[config.mk]
export PLATFORM = sky130hd
export DESIGN_NAME = mxe_core
export DESIGN_NICKNAME = d
export VERILOG_FILES = /design/src/common/mxe_pkg.sv /design/src/rtl/mxe_core.sv
export VERILOG_INCLUDE_DIRS = /design/src /design/src/common
export SDC_FILE = /design/constraint.sdc
export NUM_CORES = 1
export LEC_CHECK = 0
export ABC_AREA = 0
export ABC_CLOCK_PERIOD_IN_PS = 2360
export BUFFER_PORTS_ARGS = -buffer_cell sky130_fd_sc_hd__buf_2
export CORE_MARGIN = 2
export CORE_UTILIZATION = 55
export DETAILED_ROUTE_END_ITERATION = 12
export PLACE_DENSITY_LB_ADDON = 0.08
export SLEW_MARGIN = 15
export SYNTH_ARGS = -nofsm -noshare
export SYNTH_HDL_FRONTEND = slang
export SYNTH_SLANG_ARGS = --single-unit
[constraint.sdc]
create_clock -name mclk -period 2.36 [get_ports mclk]
set_input_delay 0.472 -clock mclk [delete_from_list [all_inputs] [get_ports mclk]]
set_output_delay 0.472 -clock mclk [all_outputs]
set_load 0.01 [all_outputs]
[src/common/mxe_regs.svh]
//////////////////////////////////////////////////////////////////////////////
// Purpose: Constants for the move / exclusive-or execute block
// Assumes: mclk at 250 MHz; one oscillator period per quarter of a cycle
// Notes:   Times are kept in ns; cycle counts are derived in the core
//////////////////////////////////////////////////////////////////////////////
`ifndef MXE_REGS_SVH
`define MXE_REGS_SVH

// Clock and time base
`define MXE_MCLK_PERIOD_NS   4
`define MXE_OSC_PERIOD_NS    16
`define MXE_QUARTERS         4
`define MXE_DIV_W            8

// Instruction word fields
`define MXE_WORD_W           14
`define MXE_DATA_W           8
`define MXE_IDX_W            7
`define MXE_DEST_BIT         7
`define MXE_STORE_BIT        7

// Opcode prefixes (top bits of the word)
`define MXE_OPC_COPY         6'h08
`define MXE_OPC_XOR_REG      6'h06
`define MXE_OPC_STORE        6'h00
`define MXE_OPC_XOR_IMM      6'h3A
`define MXE_OPC_LOAD_IMM     4'hC

// Reset values
`define MXE_ACC_RESET        8'h00
`define MXE_ZERO_RESET       1'h0

`endif

[src/common/mxe_pkg.sv]
//////////////////////////////////////////////////////////////////////////////
// Purpose: Types shared by the execute core and its bench
// Assumes: mxe_regs.svh provides the widths
// Notes:   Phase codes are Gray along the normal quarter sequence
//////////////////////////////////////////////////////////////////////////////
`include "mxe_regs.svh"

package mxe_pkg;

    typedef enum logic [1:0] {
        PH_ONE   = 2'h0,
        PH_TWO   = 2'h1,
        PH_THREE = 2'h3,
        PH_FOUR  = 2'h2
    } mxe_phase_t;

    typedef enum logic [2:0] {
        OP_NONE      = 3'h0,
        OP_COPY      = 3'h1,
        OP_LOAD_IMM  = 3'h2,
        OP_STORE     = 3'h3,
        OP_XOR_IMM   = 3'h4,
        OP_XOR_REG   = 3'h5
    } mxe_op_t;

    typedef struct packed {
        logic                  en;
        logic [`MXE_IDX_W-1:0] addr;
    } mxe_file_read_t;

    typedef struct packed {
        logic                   en;
        logic [`MXE_IDX_W-1:0]  addr;
        logic [`MXE_DATA_W-1:0] data;
    } mxe_file_write_t;

    typedef struct packed {
        logic [`MXE_DIV_W-1:0]  div;
        mxe_phase_t             phase;
        mxe_op_t                op;
        logic                   dest;
        logic [`MXE_IDX_W-1:0]  idx;
        logic [`MXE_DATA_W-1:0] literal;
        logic [`MXE_DATA_W-1:0] operand;
        logic [`MXE_DATA_W-1:0] result;
        logic                   to_acc;
        logic                   to_file;
        logic                   hits_zero;
        logic [`MXE_DATA_W-1:0] acc;
        logic                   zero;
        mxe_file_read_t         rd;
        mxe_file_write_t        wr;
        logic                   taken;
        logic                   unsupported;
        logic                   cycle_start;
    } mxe_state_t;

endpackage : mxe_pkg

[src/rtl/mxe_core.sv]
//////////////////////////////////////////////////////////////////////////////
// Purpose: Decode and execute five data-move / exclusive-or instructions
// Assumes: File register array answers a read in the same mclk cycle
// Notes:   One instruction per four-quarter cycle; unknown words do nothing
//////////////////////////////////////////////////////////////////////////////
module mxe_core
    import mxe_pkg::*;
(
    // Clock and reset
    input  wire logic                   mclk,
    input  wire logic                   reset_n,
    // Instruction fetch
    input  wire logic                   instr_valid,
    input  wire logic [`MXE_WORD_W-1:0] instr_word,
    output      logic                   instr_taken,
    output      logic                   unsupported,
    // File register ports
    output      mxe_file_read_t         file_read,
    input  wire logic [`MXE_DATA_W-1:0] file_read_data,
    output      mxe_file_write_t        file_write,
    // Core state
    output      logic [`MXE_DATA_W-1:0] accumulator,
    output      logic                   zero_flag,
    output      mxe_phase_t             phase,
    output      logic                   cycle_start
);

    //////////////////////////////////////////////////////////////////////////
    // Time base: one quarter is one oscillator period, never under one mclk
    // Limitation: an oscillator period that is not a whole number of mclk periods
    // is rounded down, so the instruction cycle then runs slightly fast

    localparam int OSC_CYC_RAW = `MXE_OSC_PERIOD_NS / `MXE_MCLK_PERIOD_NS;
    localparam int OSC_CYC     = (OSC_CYC_RAW < 1) ? 1 : OSC_CYC_RAW;
    localparam logic [`MXE_DIV_W-1:0] DIV_LAST = `MXE_DIV_W'(OSC_CYC - 1);

    mxe_state_t state;
    mxe_state_t next_state;

    logic                   tick;
    logic [5:0]             opc6;
    logic [`MXE_DATA_W-1:0] calc;
    logic                   dec_copy;
    logic                   dec_xor_reg;
    logic                   dec_store;
    logic                   dec_xor_imm;
    logic                   dec_load_imm;
    logic                   dec_reads_file;
    mxe_op_t                dec_op;

    assign tick = (state.div == DIV_LAST);
    assign opc6 = instr_word[`MXE_WORD_W-1 -: 6];

    //////////////////////////////////////////////////////////////////////////
    // Word decode: the top six bits pick the operation (store also needs bit 7, load only the top four), the rest are operands

    assign dec_copy       = (opc6 == `MXE_OPC_COPY);
    assign dec_xor_reg    = (opc6 == `MXE_OPC_XOR_REG);
    assign dec_store      = (opc6 == `MXE_OPC_STORE) && instr_word[`MXE_STORE_BIT];
    assign dec_xor_imm    = (opc6 == `MXE_OPC_XOR_IMM);
    // Bits 9:8 of a load are don't-care: only the top four bits are compared
    assign dec_load_imm   = (opc6[5:2] == `MXE_OPC_LOAD_IMM);
    // Store reads its register in phase two too, though it never uses the byte
    assign dec_reads_file = dec_copy || dec_xor_reg || dec_store;

    // Exact opcodes are tested before the wider load pattern
    always_comb begin
        if (dec_copy) begin
            dec_op = OP_COPY;
        end else if (dec_xor_reg) begin
            dec_op = OP_XOR_REG;
        end else if (dec_store) begin
            dec_op = OP_STORE;
        end else if (dec_xor_imm) begin
            dec_op = OP_XOR_IMM;
        end else if (dec_load_imm) begin
            dec_op = OP_LOAD_IMM;
        end else begin
            dec_op = OP_NONE;
        end
    end

    //////////////////////////////////////////////////////////////////////////
    // Result of the decoded operation, used in phase three

    always_comb begin
        case (state.op)
            OP_COPY:     calc = state.operand;
            OP_LOAD_IMM: calc = state.operand;
            OP_STORE:    calc = state.acc;
            OP_XOR_IMM:  calc = state.acc ^ state.operand;
            OP_XOR_REG:  calc = state.acc ^ state.operand;
            default:     calc = state.acc;
        endcase
    end

    //////////////////////////////////////////////////////////////////////////
    // Next state

    always_comb begin
        next_state             = state;
        next_state.taken       = 1'b0;
        next_state.unsupported = 1'b0;
        next_state.cycle_start = 1'b0;
        next_state.wr.en       = 1'b0;

        // Four quarters per instruction cycle, each one divider period
        next_state.div = tick ? '0 : state.div + `MXE_DIV_W'(1);

        if (tick) begin
            case (state.phase)
                PH_ONE: begin
                    // Decode: word is taken at the end of phase one
                    next_state.phase   = PH_TWO;
                    next_state.op      = instr_valid ? dec_op : OP_NONE;
                    next_state.dest    = instr_word[`MXE_DEST_BIT];
                    next_state.idx     = instr_word[`MXE_IDX_W-1:0];
                    next_state.literal = instr_word[`MXE_DATA_W-1:0];
                    next_state.taken   = instr_valid;
                    // A valid word outside the five runs as a no-op and is flagged
                    next_state.unsupported = instr_valid && (dec_op == OP_NONE);
                    // Register-read slot opens for every file-register form
                    next_state.rd.addr = instr_word[`MXE_IDX_W-1:0];
                    next_state.rd.en   = instr_valid && dec_reads_file;
                end
                PH_TWO: begin
                    // Operand fetch: literal or file register
                    next_state.phase = PH_THREE;
                    next_state.rd.en = 1'b0;
                    // Literal forms ignore file_read_data, whatever it shows then
                    if (state.op == OP_LOAD_IMM || state.op == OP_XOR_IMM) begin
                        next_state.operand = state.literal;
                    end else begin
                        next_state.operand = file_read_data;
                    end
                end
                PH_THREE: begin
                    // Compute and stage the destination
                    next_state.phase     = PH_FOUR;
                    next_state.result    = calc;
                    next_state.to_file   = (state.op == OP_STORE) ||
                                           ((state.op == OP_COPY || state.op == OP_XOR_REG) && state.dest);
                    next_state.to_acc    = (state.op == OP_LOAD_IMM) || (state.op == OP_XOR_IMM) ||
                                           ((state.op == OP_COPY || state.op == OP_XOR_REG) && !state.dest);
                    // Load and store leave the flags alone
                    next_state.hits_zero = (state.op == OP_COPY) || (state.op == OP_XOR_IMM) ||
                                           (state.op == OP_XOR_REG);
                    next_state.wr.en     = (state.op == OP_STORE) ||
                                           ((state.op == OP_COPY || state.op == OP_XOR_REG) && state.dest);
                    next_state.wr.addr   = state.idx;
                    next_state.wr.data   = calc;
                end
                default: begin
                    // Phase four ends: next instruction cycle begins
                    next_state.phase       = PH_ONE;
                    next_state.cycle_start = 1'b1;
                    next_state.op          = OP_NONE;
                    next_state.to_acc      = 1'b0;
                    next_state.to_file     = 1'b0;
                    next_state.hits_zero   = 1'b0;
                end
            endcase
        end

        // Commit on the first mclk of phase four, with the write pulse
        // Accumulator and zero flag move together, so no reader sees them disagree
        if (state.wr.en || (state.phase == PH_FOUR && state.div == '0)) begin
            if (state.to_acc) begin
                next_state.acc = state.result;
            end
            if (state.hits_zero) begin
                next_state.zero = (state.result == '0);
            end
            next_state.to_acc    = 1'b0;
            next_state.hits_zero = 1'b0;
        end
    end

    //////////////////////////////////////////////////////////////////////////
    // State register

    always_ff @(posedge mclk or negedge reset_n) begin
        if (!reset_n) begin
            // Reset lands in idle phase one with no cycle_start pulse
            state       <= '0;
            state.phase <= PH_ONE;
            state.op    <= OP_NONE;
            state.acc   <= `MXE_ACC_RESET;
            state.zero  <= `MXE_ZERO_RESET;
        end else begin
            state <= next_state;
        end
    end

    //////////////////////////////////////////////////////////////////////////
    // Outputs, all straight from the state register

    assign instr_taken = state.taken;
    assign unsupported = state.unsupported;
    assign file_read   = state.rd;
    assign file_write  = state.wr;
    assign accumulator = state.acc;
    assign zero_flag   = state.zero;
    assign phase       = state.phase;
    assign cycle_start = state.cycle_start;

endmodule : mxe_core

Word-level counts from Yosys, hierarchy flattened
Index checks and enable logic that the tools add are counted.
W data, S select, Z words.
- bitwise gates (word level): 3
- shifts and indexed selects: 0
- reductions and logical operators: 37
- divide/modulo/power cells: 0
- order comparisons: 0
- $mul: 0
- muxes and demuxes: 22
- add/sub/neg operators: 1
- equal/unequal tests: 14
- operators with widths (operator ; count):
    $mux W8 ; 3
    $mux W19 ; 1
    $mux W3 ; 6
    $reduce_and A2 Y1 ; 9
    $logic_not A8 Y1 ; 2
    $mux W16 ; 1
    $pmux W8 S2 ; 1
    $pmux W3 S2 ; 2
    $mux W10 ; 1
    $logic_or A1 B1 Y1 ; 9
    $add A8 B1 Y8 const B ; 1
    $eq A8 B2 Y1 const B ; 1
    $reduce_or A2 Y1 ; 4
    $xor A8 B8 Y8 ; 1
    $eq A3 B2 Y1 const B ; 2
    $eq A3 B3 Y1 const B ; 2
    $eq A6 B3 Y1 const B ; 1
    $eq A6 B4 Y1 const B ; 1
    $eq A6 B6 Y1 const B ; 1
    $logic_and A1 B1 Y1 ; 6
    $logic_not A6 Y1 ; 1
    $pmux W2 S3 ; 1
    $eq A2 B2 Y1 const B ; 2
    $eq A4 B4 Y1 const B ; 1
    12 further kinds ; 17
- bits in read-only memories: 0
- bits in latches: 0
- bits in writable memories: 0
- memories kept: 0
- input port bits: 25
- bits in registers: 69

Logic depth before layout (Yosys ltp)
Gate-level depths: netlist (run 1).
- depth in word-level cells: 10
- mapped depth: 7
- gate-level depth less buffers: 6

Worst setup path before layout (run 1)
No wires, ideal clock.
- path type: reg2reg
- start point: reg state[78] in the netlist's numbering
- end point: reg state[55] in the netlist's numbering
- arrival time: 1.748 ns
- stages on the path, launching flop included: 5
- period minus slack after synthesis: 1.873 ns
- slack: 0.487 ns
- required time: 2.235 ns
- buffers on the path: 0
- cells stage by stage: dfrtp_1 -> nor4_4 -> nand2_2 -> nor3_4 -> mux2_2
- word-level cells in the longest chain between the ends: 2
- RTL lines (element ; RTL line ; RTL):
    from (decl) ; mxe_core.sv:37 ; mxe_state_t state;
    from (signal assigned) ; mxe_core.sv:191 ; state <= next_state;
    $eq A8 B2 Y1 ; mxe_core.sv:51 ; assign tick = (state.div == DIV_LAST);
    $reduce_and A2 Y1 (no source line) ; - ;
No other way between the ends.
A chain may end at the register's enable or synchronous reset.

Worst setup path in the final report (run 1)
- start point: reg state[76] in the netlist's numbering
- end point: reg state[58] in the netlist's numbering
Same word-level chain as after synthesis.

==> results.sh, run 1 <==
export IMPL_cpMaxStageDelayCell="nor3b_2"
export IMPL_max_vdd_ir_drop_mv=0.4334
export IMPL_grt_pass1_vias=2195
export IMPL_synthArstFlopShare=1.000
export IMPL_fin_setup_tns_ns=0
export IMPL_fp_dieH_um=80.78
export IMPL_drc=0
export IMPL_setup_violations=0
export IMPL_finalHoldViolCount=0
export IMPL_worstPathCellList="ha_1, nor3b_2, nand2_2, nor3_4, mux2_2"
export IMPL_cts_hold_buf=0
export IMPL_fp_row_count=27
export IMPL_place_hpwl_um=4575
export IMPL_syn_num_nets=331
export IMPL_stdcell_count=414
export IMPL_cts_setup_buffers=0
export IMPL_drtIter0Drc=127
export IMPL_fin_worst_skew_ns=0.004994
export IMPL_area_delta_synth_final_pct=10.19
export IMPL_hold_class="input port to asynchronous set/reset pin"
export IMPL_final_cell_mix="buf_2 (62), dfrtp_1 (60), nand2_1 (27)"
export IMPL_crit_path_end_kind="flop"
export IMPL_yosys_area_share_simple=0.1266
export IMPL_cts_inserted_buffers=9
export IMPL_power_total_w=0.001975
export IMPL_grt_usage=0.2179
export IMPL_vias_per_cell=5.558
export IMPL_placement_io_buffers=62
export IMPL_wl_per_cell_um=15.48
export IMPL_crit_fanout=8
export IMPL_cts_buffer_depth=2
export IMPL_layout_commonest_cell="buf_2"
export IMPL_h_tree_depth=3
export IMPL_r2r_slack_ns=0.27
export IMPL_synth_fa_ha_area_frac=0.007719
export IMPL_clock_latency_ns=0.32
export IMPL_seq_area_frac_synth=0.4631
export IMPL_antenna_found_initial=0
export IMPL_drv_cap=0
export IMPL_root_buffer="clkbuf_8"
export IMPL_wl_um=6408
export IMPL_grt_max_degree=39
export IMPL_vias=2301
export IMPL_critPathLaunch="state[76]"
export IMPL_maxSlewViolCount=0
export IMPL_dp_cells=400
export IMPL_postSynthAreaPerCell_um2=10.66
export IMPL_synth_top_family_by_area="multiplexers"
export IMPL_synth_edf_count=0
export IMPL_cts_resized_gates=0
export IMPL_placed_cell_area_um2=3416
export IMPL_syn_instance_count=304
export IMPL_synth_compound_area_frac=0.1305
export IMPL_fin_area_um2=3572
export IMPL_critPathMaxStageDelay_ns=0.44
export IMPL_initial_core_util=0.5781
export IMPL_p_per_area_nw_per_um2=553.0
export IMPL_synthMuxAreaShare=0.1571
export IMPL_synth_seq_cells=60
export IMPL_core_area_um2=5608
export IMPL_grt_overflow=0
export IMPL_design_die_area_um2=6525
export IMPL_synth_warning_count=0
export IMPL_startpoint_type="flop"
export IMPL_die_w_um=80.78
export IMPL_run_status="finished, final reports clean"
export IMPL_fillCellCount=513
export IMPL_finalCritPeriodShare=0.8873
export IMPL_required_ns=2.57
export IMPL_synthXorXnorAreaFrac=0.01351
export IMPL_ys_flop_type="dfrtp_1"
export IMPL_grt_pass1_wl_um=10830
export IMPL_ant_nets=0
export IMPL_netlist_area_um2=3242
export IMPL_arrival_ns=2.30
export IMPL_path_clk_slew_ns=0.06
export IMPL_n_antenna_cell=0
export IMPL_tightest_slew_ns=0.6247
export IMPL_min_period_ns=2.094
export IMPL_drive_above_1_share=0.3480
export IMPL_max_freq_ghz=0.4776
export IMPL_nets=366
export IMPL_finalWeightedCongestion=0.8189
export IMPL_power_leakage_nw=1.672
export IMPL_cts_sinks=60
export IMPL_firstDrtPassIters=4
export IMPL_critPathTopFamily="simple AND/OR/NAND/NOR gates"
export IMPL_ys_types=44
export IMPL_rsz0062_at_grt="no"
export IMPL_relSlewSlack=0.5835
export IMPL_worstSetupPathType="flop to flop"
export IMPL_critical_path_buf_inv_count=0
export IMPL_io_pins=63
export IMPL_reg2reg_from="state[76]"
export IMPL_cts_tree="built"
path summary, 6_finish.rpt:
check | endpoint | cells after the start
max reg2reg | state[58] | 5
max in group asynchronous | state[54] | 2
max | state[58] | 5
min reg2reg | file_read[7] | 2
min | state[81] | 1
min in group mclk | state[73] | 2
layer usage:
metal	track usage	wire length [µm]	up-vias	part of all wire
met2	0.3108	2823	58	0.44
met3	0.04889	320	7	0.050
met1	0.3255	3196	1103	0.50
met5	0	0	-	0
met4	0.08136	68	0	0.011
li1	-	-	1133	-
registers in the layout, indices dropped and copies added (netlist names):
register / count
unsupported: 1
state: 29
zero_flag: 1
file_read: 1
file_write: 16
instr_taken: 1
cycle_start: 1
accumulator: 8
phase: 2
kinds of logic (layout without fill, tap and decap cells):
logic type / Yosys count / count (layout)
AND/OR/NAND/NOR: 75 / 75
AO/OA/AOI/OAI: 61 / 61
flip-flops: 60 / 60
buffers and inverters: 53 / 91
multiplexers: 48 / 48
XOR/XNOR: 5 / 5
adder cells (fa/ha/maj): 2 / 2
synthesized netlist by cell type, types with 3 or more instances:
cell type / n / area share
o22ai_1: 8 / 0.015
mux2_2: 23 / 0.080
nor2_1: 15 / 0.017
clkbuf_1: 11 / 0.013
inv_1: 5 / 0.0058
nand2_1: 27 / 0.031
mux2i_1: 25 / 0.077
nand2b_1: 5 / 0.0096
a22o_1: 8 / 0.022
dfrtp_1: 60 / 0.46
nand3_1: 7 / 0.011
a21oi_1: 11 / 0.017
xnor2_1: 4 / 0.011
o21ai_0: 13 / 0.020
a221oi_1: 8 / 0.022
buf_4: 34 / 0.079
o41ai_1: 3 / 0.0081
metrics by stage:
step	util	setup WS (ns)	hold slack (ns)
floorplan	-	0.4868	0.1764
global placement	0.6091	0.3538	0.4841
detailed placement	0.6091	0.2752	0.4872
CTS	0.6370	0.2475	0.1442
global route	0.6370	0.09849	0.1725
finish	0.6370	0.2661	0.1308
layout make-up:
| cell class | count | area, µm² | area share |
|---|---|---|---|
| flip-flops and latches | 60 | 1501 | 0.4203 |
| repair buffers | 71 | 390.4 | 0.1093 |
| well taps | 72 | 90.09 | 0.02522 |
| multi-input cells | 191 | 1411 | 0.3951 |
| clock buffers | 11 | 141.4 | 0.03958 |
| clock inverters | 3 | 15.01 | 0.004203 |
| inverters | 6 | 22.52 | 0.006305 |
where the power goes:
part	leakage, nW	switching (W)	internal [W]
Clock	0.0848	0.000374	0.000393
Sequential	0.780	0.0000280	0.00106
Combinational	0.808	0.0000662	0.0000588
No activity file was read; power rests on OpenSTA's default activity.
==> run 2: changes to the inputs <==
Settings changed: ABC_CLOCK_PERIOD_IN_PS 2360 to 2050, CELL_PAD_IN_SITES_DETAIL_PLACEMENT set to 0, CELL_PAD_IN_SITES_GLOBAL_PLACEMENT set to 1, CORE_UTILIZATION 55 to 43.
Clock period 2.36 ns to 2.05 ns, I/O delays scaled along.
==> run 2 against run 1 <==
Against the previous run: count of clock-buffer cells in the layout up 2; cell count is 8.5% higher; via count is 0.91% lower; die area is 26% higher; design area up 2.9%; hold slack worse by 0.050 ns; core utilization fell by 13 points; non-clock buffer count up 7; wire length is 3.5% higher; worst setup slack worse by 0.12 ns; clock power grew 20%; flip-flop and latch count is the same; critical endpoint is now accumulator[5]; largest cell class unchanged; largest power group unchanged; highest routed layer unchanged.
==> results.sh, run 2 (synthesis results as in run 1) <==
export IMPL_dp_cells=434
export IMPL_cts_sinks=60
export IMPL_r2r_end="accumulator[5]"
export IMPL_cts_buffer_depth=2
export IMPL_path_depth=6
export IMPL_fin_hold_ws_ns=0.08079
export IMPL_grt_overflow=0
export IMPL_crit_fanout=8
export IMPL_ant_nets=0
export IMPL_io_pins=63
export IMPL_grt_max_degree=61
export IMPL_gr_usage_met3=0.05175
export IMPL_place_hpwl_um=4667
export IMPL_final_cell_mix="buf_2 (62), dfrtp_1 (60), nand2_1 (27)"
export IMPL_wl_um=6631
export IMPL_finalWeightedCongestion=0.7651
export IMPL_die_w_um=90.83
export IMPL_fp_dieH_um=90.83
export IMPL_vias=2280
export IMPL_n_antenna_cell=0
export IMPL_fp_row_count=31
export IMPL_crit_path_end_kind="flop"
export IMPL_fin_worst_skew_ns=0.006559
export IMPL_largest_register="state"
export IMPL_firstDrtPassIters=4
export IMPL_cts_tree="built"
export IMPL_run_status="finished, final reports clean"
export IMPL_root_buffer="clkbuf_8"
export IMPL_worstRegToRegCells=6
export IMPL_power_leakage_nw=1.708
export IMPL_finalHoldViolCount=0
export IMPL_reg2reg_from="state[76]"
export IMPL_arrival_ns=2.11
export IMPL_area_delta_synth_final_pct=13.43
export IMPL_cpMaxStageDelayCell="dfrtp_1"
export IMPL_wl_per_cell_um=14.77
export IMPL_core_area_um2=7292
export IMPL_drv_cap=0
export IMPL_cts_setup_buffers=0
export IMPL_max_freq_ghz=0.5258
export IMPL_cts_hold_buf=0
export IMPL_worstPathCellList="inv_1, ha_1, and3b_1, a31oi_1, nand2b_1, mux2_2"
export IMPL_cts_inserted_buffers=9
export IMPL_layout_commonest_cell="buf_2"
export IMPL_p_per_area_nw_per_um2=629.9
export IMPL_finalCritPeriodShare=0.9277
export IMPL_grt_pass1_vias=2253
export IMPL_rsz0062_at_grt="no"
export IMPL_drc=0
export IMPL_critical_path_buf_inv_count=1
export IMPL_antenna_found_initial=0
export IMPL_nets=373
export IMPL_required_ns=2.26
export IMPL_fin_setup_tns_ns=0
export IMPL_setup_violations=0
export IMPL_worstSetupPathType="flop to flop"
export IMPL_largest_reg_flops=29
export IMPL_initial_core_util=0.4446
export IMPL_clock_latency_ns=0.32
export IMPL_grt_usage=0.1697
export IMPL_critPathTopFamily="simple AND/OR/NAND/NOR gates"
export IMPL_drive_above_1_share=0.3600
export IMPL_placement_io_buffers=62
export IMPL_tightest_slew_ns=0.4656
export IMPL_grt_pass1_wl_um=11200
export IMPL_grt_met1_usage=0.2480
export IMPL_h_tree_depth=3
export IMPL_path_clk_slew_ns=0.07
export IMPL_fillCellCount=733
export IMPL_drtIter0Drc=102
export IMPL_vias_per_cell=5.078
export IMPL_use_met2=0.2463
export IMPL_top_usage_layer="met1"
export IMPL_r2r_slack_ns=0.15
export IMPL_max_vdd_ir_drop_mv=0.3626
export IMPL_critPathMaxStageDelay_ns=0.41
export IMPL_min_period_ns=1.902
export IMPL_relSlewSlack=0.6863
export IMPL_hold_class="input port to asynchronous set/reset pin"
export IMPL_design_die_area_um2=8250
export IMPL_startpoint_type="flop"
export IMPL_maxSlewViolCount=0
export IMPL_stdcell_count=449
export IMPL_critPathLaunch="state[76]"
## run 2: area by class of cell
cell class	count	area (µm²)	share of cell area
inverters	6	22.52	0.006125
flip-flops and latches	60	1501	0.4083
clock buffers	13	158.9	0.04321
multi-input cells	191	1418	0.3855
clock inverters	2	10.01	0.002722
well taps	99	123.9	0.03368
repair buffers	78	442.9	0.1204
## run 2: how the worst max path moves through the flow
stage	end	slack [ns]
floorplan	state[55]	0.18
global placement	unsupported	0.16
detailed placement	accumulator[5]	0.13
CTS	accumulator[0]	0.12
global route	accumulator[2]	0.01
finish	accumulator[5]	0.15
## run 2: power breakdown
group          leakage [nW]  switching [W]  internal [W]  total (W)
logic                 0.839      0.0000753     0.0000678   0.000143
registers             0.780      0.0000341       0.00122    0.00125
clock network        0.0893       0.000428      0.000495   0.000923
total                  1.71       0.000538       0.00178    0.00232
## run 2: per-stage QoR
stage	area (µm²)	util	total power, W	setup slack [ns]
CTS	3671	0.5034	0.002359	0.1246
detailed placement	3502	0.4803	0.001418	0.1293
finish	3677	0.5043	0.002316	0.1482
floorplan	3242	-	0.001351	0.1768
global route	3677	0.5043	0.002433	0.01045
global placement	3502	0.4803	0.001415	0.1629
## run 2: repair_timing
| item | in CTS | in global routing |
|---|---|---|
| endpoints found under the hold margin | 0 | 0 |
| gates resized for setup | 0 | 1 |
| endpoints found under the setup margin | 0 | 2 |
## run 2: layer usage
metal,vias up,share of wire
li1,1148,-
met1,1074,0.52
met2,53,0.43
met3,5,0.049
met4,0,0.0066
met5,-,0
